File: config.mk
export PLATFORM = sky130hd
export DESIGN_NAME = cfsc_top
export DESIGN_NICKNAME = d
export VERILOG_FILES = /design/src/design/cfsc_pkg.sv /design/src/design/cfsc_sync.sv /design/src/design/cfsc_top.sv
export VERILOG_INCLUDE_DIRS = /design/src /design/src/design
export SDC_FILE = /design/constraint.sdc
export NUM_CORES = 1
export LEC_CHECK = 0
export ABC_AREA = 1
export BUFFER_PORTS_ARGS = -buffer_cell sky130_fd_sc_hd__buf_2
export CAP_MARGIN = 25
export CORE_UTILIZATION = 54
export DETAILED_ROUTE_END_ITERATION = 12
export HOLD_SLACK_MARGIN = 0.02
export PLACE_DENSITY = 0.83
export SLEW_MARGIN = 15
export SYNTH_ARGS = -nofsm -noshare
export SYNTH_HDL_FRONTEND = slang
export SYNTH_SLANG_ARGS = --single-unit
File: constraint.sdc
create_clock -name CLK -period 2.3 [get_ports CLK]
set_input_delay 0 -clock CLK [delete_from_list [all_inputs] [get_ports CLK]]
set_output_delay 0 -clock CLK [all_outputs]
set_load 0.01 [all_outputs]
File: src/design/cfsc_defs.svh
// Purpose: constants of the clock fan-out buffer and its serial configuration port
// Assumes: included by the package file, the checker and the testbench
// Notes: definitions only
`ifndef CFSC_DEFS_SVH
`define CFSC_DEFS_SVH

// ================================================================
// serial slave address and frame positions
`define CFSC_SLAVE_ADDR 8'hd2
`define CFSC_POS_ADDR 4'h0
`define CFSC_POS_CMD 4'h1
`define CFSC_POS_COUNT 4'h2
`define CFSC_POS_DATA0 4'h3
`define CFSC_POS_DATA1 4'h4
`define CFSC_POS_DATA2 4'h5
`define CFSC_POS_LAST 4'hf
`define CFSC_LAST_BIT 3'h7

// ================================================================
// enable field lanes inside data bytes 0..2
`define CFSC_D0_TOP_BIT 3'h3
`define CFSC_D1_LOW_BIT 3'h4
`define CFSC_D2_LOW_BIT 3'h6
`define CFSC_D2_OUT_OFS 4'h2

// ================================================================
// reset value and output count
`define CFSC_EN_RESET 10'h3ff
`define CFSC_NUM_OUT 10

`endif

File: src/design/cfsc_pkg.sv
// Purpose: types of the clock fan-out buffer
// Assumes: cfsc_defs.svh for widths and values
// Notes: one packed struct holds all state of the top module apart from the pin synchronisers
`include "cfsc_defs.svh"

package cfsc_pkg;

    // ================================================================
    // serial receiver states
    typedef enum logic [4:0] {
        CFSC_ST_IDLE = 5'h01,
        CFSC_ST_ADDR = 5'h02,
        CFSC_ST_ACK  = 5'h04,
        CFSC_ST_DATA = 5'h08,
        CFSC_ST_SKIP = 5'h10
    } cfsc_state_t;

    // ================================================================
    // whole state of the top module apart from the pin synchronisers
    typedef struct packed {
        cfsc_state_t st;
        logic [2:0] bit_cnt;
        logic got8;
        logic [3:0] byte_idx;
        logic [7:0] shift;
        logic [`CFSC_NUM_OUT-1:0] en;
        logic sda_oe;
        logic scl_q;
        logic sda_q;
    } cfsc_regs_t;

endpackage

File: src/design/cfsc_sync.sv
// Purpose: two flip-flop synchroniser for one pin
// Assumes: input is asynchronous to CLK
// Notes: first stage is read only by the second stage
`timescale 1ns/10ps

module cfsc_sync (
    input wire logic clk,
    input wire logic reset,
    input wire logic d,
    output logic q
);

    logic meta_ff;
    logic sync_ff;

    // ================================================================
    // two stages
    always_ff @(posedge clk or posedge reset) begin
        if (reset) begin
            meta_ff <= 1'h1;
            sync_ff <= 1'h1;
        end else begin
            meta_ff <= d;
            sync_ff <= meta_ff;
        end
    end

    assign q = sync_ff;

endmodule

File: src/design/cfsc_top.sv
// Purpose: ten-output clock fan-out buffer with a write-only serial configuration slave
// Assumes: CLK at 10 MHz, serial clock far slower; reference clock passes ungated by CLK
// Notes: each enable bit takes effect on the serial clock fall that closes its bit
`timescale 1ns/10ps

module cfsc_top
    import cfsc_pkg::*;
(
    input wire logic CLK,
    input wire logic RESET,
    input wire logic REF_CLOCK_IN,
    input wire logic OUTPUT_ENABLE_PIN,
    input wire logic SERIAL_CLOCK_PIN,
    input wire logic SERIAL_DATA_PIN_I,
    output logic SERIAL_DATA_PIN_O,
    output logic SERIAL_DATA_PIN_OE,
    output logic [`CFSC_NUM_OUT-1:0] FANOUT_CLOCK_OUTPUTS,
    output logic [`CFSC_NUM_OUT-1:0] FANOUT_CLOCK_OUTPUTS_OE,
    output logic [`CFSC_NUM_OUT-1:0] CLOCK_ENABLES
);

    // ================================================================
    // lane decode: which output an incoming data bit steers
    // returns {hit, output index}
    function automatic logic [4:0] cfsc_lane(
        input logic [3:0] byte_idx,
        input logic [2:0] bit_pos
    );
        logic [4:0] res;
        res = 5'h00;
        unique case (byte_idx)
            `CFSC_POS_DATA0: begin
                if (bit_pos <= `CFSC_D0_TOP_BIT) begin
                    res = {1'h1, 1'h0, bit_pos};
                end
            end
            `CFSC_POS_DATA1: begin
                if (bit_pos >= `CFSC_D1_LOW_BIT) begin
                    res = {1'h1, 1'h0, bit_pos};
                end
            end
            `CFSC_POS_DATA2: begin
                if (bit_pos >= `CFSC_D2_LOW_BIT) begin
                    res = {1'h1, 4'({1'h0, bit_pos} + `CFSC_D2_OUT_OFS)};
                end
            end
            default: begin
                res = 5'h00;
            end
        endcase
        return res;
    endfunction

    // ================================================================
    // pin synchronisers
    logic scl_s;
    logic sda_s;
    logic oe_s;

    cfsc_sync u_sync_scl (
        .clk(CLK),
        .reset(RESET),
        .d(SERIAL_CLOCK_PIN),
        .q(scl_s)
    );

    cfsc_sync u_sync_sda (
        .clk(CLK),
        .reset(RESET),
        .d(SERIAL_DATA_PIN_I),
        .q(sda_s)
    );

    cfsc_sync u_sync_oe (
        .clk(CLK),
        .reset(RESET),
        .d(OUTPUT_ENABLE_PIN),
        .q(oe_s)
    );

    // ================================================================
    // state
    cfsc_regs_t r_ff;
    cfsc_regs_t nxt_r;

    logic scl_rise;
    logic scl_fall;
    logic start_cond;
    logic stop_cond;
    logic [4:0] lane;
    logic [2:0] bit_pos;
    logic bit_held;
    logic [2:0] rx_cnt;

    always_comb begin
        scl_rise = scl_s & ~r_ff.scl_q;
        scl_fall = ~scl_s & r_ff.scl_q;
        // data moving while clock stays high frames the transfer
        start_cond = scl_s & r_ff.scl_q & r_ff.sda_q & ~sda_s;
        stop_cond = scl_s & r_ff.scl_q & ~r_ff.sda_q & sda_s;
        // the bit most recently taken: bit_cnt has already moved past it unless got8
        bit_held = r_ff.got8 | (r_ff.bit_cnt != 3'h0);
        rx_cnt = r_ff.got8 ? `CFSC_LAST_BIT : 3'(r_ff.bit_cnt - 3'h1);
        bit_pos = 3'(`CFSC_LAST_BIT - rx_cnt);
        lane = cfsc_lane(r_ff.byte_idx, bit_pos);

        nxt_r = r_ff;
        nxt_r.scl_q = scl_s;
        nxt_r.sda_q = sda_s;

        if (start_cond) begin
            // restart truncates any transfer in flight
            nxt_r.st = CFSC_ST_ADDR;
            nxt_r.bit_cnt = 3'h0;
            nxt_r.got8 = 1'h0;
            nxt_r.byte_idx = `CFSC_POS_ADDR;
            nxt_r.sda_oe = 1'h0;
        end else if (stop_cond) begin
            nxt_r.st = CFSC_ST_IDLE;
            nxt_r.sda_oe = 1'h0;
        end else begin
            unique case (r_ff.st)
                CFSC_ST_IDLE: begin
                    nxt_r.sda_oe = 1'h0;
                end
                CFSC_ST_ADDR: begin
                    if (scl_rise) begin
                        nxt_r.shift = {r_ff.shift[6:0], sda_s};
                        if (r_ff.bit_cnt == `CFSC_LAST_BIT) begin
                            nxt_r.got8 = 1'h1;
                        end else begin
                            nxt_r.bit_cnt = 3'(r_ff.bit_cnt + 3'h1);
                        end
                    end
                    if (scl_fall && r_ff.got8) begin
                        nxt_r.got8 = 1'h0;
                        nxt_r.bit_cnt = 3'h0;
                        if (r_ff.shift == `CFSC_SLAVE_ADDR) begin
                            nxt_r.st = CFSC_ST_ACK;
                            nxt_r.sda_oe = 1'h1;
                        end else begin
                            // foreign address: no ack, no register touched
                            nxt_r.st = CFSC_ST_SKIP;
                        end
                    end
                end
                CFSC_ST_ACK: begin
                    // hold data low through the ninth clock, release on its fall
                    if (scl_fall) begin
                        nxt_r.sda_oe = 1'h0;
                        nxt_r.st = CFSC_ST_DATA;
                        // command and count only advance the position
                        if (r_ff.byte_idx != `CFSC_POS_LAST) begin
                            nxt_r.byte_idx = 4'(r_ff.byte_idx + 4'h1);
                        end
                    end
                end
                CFSC_ST_DATA: begin
                    if (scl_rise) begin
                        nxt_r.shift = {r_ff.shift[6:0], sda_s};
                        if (r_ff.bit_cnt == `CFSC_LAST_BIT) begin
                            nxt_r.got8 = 1'h1;
                        end else begin
                            nxt_r.bit_cnt = 3'(r_ff.bit_cnt + 3'h1);
                        end
                    end
                    // no double buffering: a bit lands on the fall that ends its high phase,
                    // so the clock pulse of a stop or restart never writes a register
                    if (scl_fall && bit_held && lane[4]) begin
                        nxt_r.en[lane[3:0]] = r_ff.shift[0];
                    end
                    if (scl_fall && r_ff.got8) begin
                        // every byte is acked, count byte never limits it
                        nxt_r.got8 = 1'h0;
                        nxt_r.bit_cnt = 3'h0;
                        nxt_r.st = CFSC_ST_ACK;
                        nxt_r.sda_oe = 1'h1;
                    end
                end
                CFSC_ST_SKIP: begin
                    nxt_r.sda_oe = 1'h0;
                end
                default: begin
                    nxt_r.st = CFSC_ST_IDLE;
                    nxt_r.sda_oe = 1'h0;
                end
            endcase
        end
    end

    always_ff @(posedge CLK or posedge RESET) begin
        if (RESET) begin
            r_ff.st <= CFSC_ST_IDLE;
            r_ff.bit_cnt <= 3'h0;
            r_ff.got8 <= 1'h0;
            r_ff.byte_idx <= `CFSC_POS_ADDR;
            r_ff.shift <= 8'h00;
            r_ff.en <= `CFSC_EN_RESET;
            r_ff.sda_oe <= 1'h0;
            r_ff.scl_q <= 1'h1;
            r_ff.sda_q <= 1'h1;
        end else begin
            r_ff <= nxt_r;
        end
    end

    // ================================================================
    // fan-out path
    // the reference clock is gated, never resampled: sampling at 10 MHz
    // could not follow it. an enable change while it is high may clip a pulse.
    always_comb begin
        for (int i = 0; i < `CFSC_NUM_OUT; i++) begin
            FANOUT_CLOCK_OUTPUTS[i] = REF_CLOCK_IN & r_ff.en[i];
            FANOUT_CLOCK_OUTPUTS_OE[i] = oe_s;
        end
    end

    assign SERIAL_DATA_PIN_O = 1'h0;
    assign SERIAL_DATA_PIN_OE = r_ff.sda_oe;
    assign CLOCK_ENABLES = r_ff.en;

endmodule

==> impl_metrics.toml <==
[critical_path]
slowest_delay_ps = 410
critPathLaunchType = "flop"
cp_common_cell = "nand2_1"
arrival_ps = 2400
crit_slowest_cell = "dfrtp_1"
crit_path_cell_trace = "inv_2 > ha_4 > inv_2 > nand2_2 > inv_2 > nor2_4 > ha_4 > nand4_1 > nand2_1 > nand2_1 > inv_2 > nand2_4 > nor2_4 > nand2_1 > nand2_1 > nand2_1 > inv_1"
worstPathRequired_ps = 2540
critPathKind = "reg2reg"
cp_max_fo = 7
critPathCaptureType = "flop"

[floorplanning]
initial_core_util = 0.566
core_um2 = 4410
die_h_um = 70.0
placementRows = 24
io_pins = 38
die_area_um2 = 4900
die_x_um = 70.0

[timing]
max_freq_ghz = 0.464
fin_skew_ps = 4.16
finalSetupViolations = 0
fin_crit_ps = 2150
hold_viol_final = 0
slew_viol_final = 0
period_share = 0.936
rsz0062_at_grt = "true"

[power_and_ir_drop]
p_int_mw = 1.42
powerDensity_nw_per_um2 = 756
pwr-share-seq = 0.404
power_mw = 2.14
pwr-share-clk = 0.294
p_leak_nw = 1.57
switching_share = 0.334
combPwrFrac = 0.302
switchingPower_mw = 0.713
ir_worst_vdd_uv = 522

[grt]
grt-ovfl-total = 0
grt_max_degree = 41
grtUsageTotal = 0.214
antenna_found_initial = 0
grt_pass1_vias = 1968
grt_pass1_wl_mm = 8.39

[cts]
cts_buffers = 5
cts_max_path_buffers = 2
cts_tree = "built"
cts.htree.levels = 2
cts.sinks = 40
clkTransAtPathRegs_ps = 80
clk_latency_ps = 300
cts.root.buffer_cell = "clkbuf_8"

[drt]
drt_iter0_drc = 138
antenna_left = 0
first_pass_iters = 4
num_vias = 2082
wire_per_inst_um = 11.7
via_per_inst = 5.09
post-route-drc-count = 0
routed_wl_mm = 4.78

[synth]
synth_edf_count = 0
async_flop_share = 1.00
syn-cell-area_um2 = 2500
synthCells = 328
syn-num-nets = 342
avgSynthCellArea_um2 = 7.61
post-synth-top-area-cell = "dfrtp_1"
synth-seq-cells = 40
synth_top_area_frac = 0.210
yosysUniqueCellTypes = 34
yosysSeqAreaShare = 0.410
synth_ff_type = "dfrtp_1"
synthTopCellsByArea = "dfrtp_1 21%, dfstp_2 20%, nand2_1 12%, inv_1 8.6%, buf_4 6.3%"
yosysWarnings = 0

[hold_path]
hold_path_class = "in2reg"

[run_status]
status = "finished, final reports clean"

[cells_and_area]
syn_to_final_growth_pct = 13.1
fin_util = 0.640
layout-drive-gt1-share = 0.300
nFillCells = 375
layout.nets = 370
antenna_cells = 0
final_common_cell = "nand2_1"
final_cell_mix = "80 x nand2_1, 51 x inv_1, 36 x buf_2"

[place]
hpwl_mm = 3.39
portBuffers = 36
place.gp.congestion = 0.864

[run]
drv_cap = 0
==> area by class of cell <==
class,instances,area [um^2],share of cell area
Multi-Input combinational cell,204,1130,0.400
Clock buffer,7,96.3,0.0341
Timing Repair Buffer,44,250,0.0886
Clock inverter,1,30.0,0.0106
Sequential cell,40,1020,0.363
Tap cell,52,65.1,0.0230
Inverter,61,229,0.0811
==> cells by family after synthesis <==
logic type,after synthesis,synth area share
compound gates,29,0.0691
flops,40,0.410
fa+ha+maj,8,0.0401
xor+xnor,1,0.00351
simple gates,164,0.310
mux,1,0.00451
buf+inv,84,0.161
other cells,1,0.00150
==> worst max-delay path, delay by kind of cell, from the launching register on <==
kind                       cells  cell delay (ps)
adders and majority gates      2              310
and+or+nand+nor               10              990
buffers and inverters          5              360
DFF                            1              410
==> what timing repair did <==
item                                   CTS  global route
hold buffers                             4             0
setup buffers                            0             3
gates resized for setup                  0            16
endpoints found under the hold margin   24             0
setup endpoints to repair                0            10
==> cells in the mapped netlist (4+ instances only) <==
cell type / count
o21ai_0: 9
nand3_2: 4
dfrtp_1: 21
nor2_1: 21
nand3_1: 29
nor3_1: 4
buf_4: 21
o22ai_1: 5
a21oi_1: 6
nor2_2: 7
dfstp_2: 19
ha_1: 8
nand2_1: 82
nand2_2: 5
inv_1: 57
nand4_1: 5
==> worst paths after layout <==
check / from / endpoint / cells past startpoint / slack (ps)
max reg2reg: r_ff[26] / flop / 17 / 150
max in group asynchronous: RESET / u_sync_oe.q / 4 / 1570
max: r_ff[26] / flop / 17 / 150
min: OUTPUT_ENABLE_PIN / u_sync_oe.meta_ff / 2 / 340
min reg2reg: u_sync_oe.meta_ff / u_sync_oe.q / 0 / 360
min in group asynchronous: RESET / r_ff[18] / 4 / 360
==> per-layer routing <==
metal	vias to the layer above	GRT usage	share of wire
met5	-	0	0
met4	0	0.0778	0.014
met3	7	0.0433	0.035
met2	42	0.361	0.49
met1	981	0.270	0.46
li1	1052	-	-
==> through the flow <==
step / hold slack (ps) / cells / TNS [ps] / setup slack, ps / area (um^2)
after floorplan: 4.48 / 328 / 0 / 289 / 2500
after global placement: 105 / 394 / 0 / 204 / 2580
after detailed placement: 107 / 394 / 0 / 76.9 / 2580
after CTS: 331 / 406 / 0 / 39.6 / 2740
after global routing: 349 / 409 / -131 / -53.8 / 2820
final: 343 / 409 / 0 / 147 / 2820
==> power groups by stage <==
stage	combinational (mW)	clock (mW)	sequential (mW)
CTS	0.537	0.649	0.861
detailed placement	0.526	0	0.873
floorplan	0.427	0	0.857
global route	0.732	0.674	0.877
global placement	0.505	0	0.868
finish	0.644	0.628	0.863
Note: power is estimated with default switching activity, not from simulation.
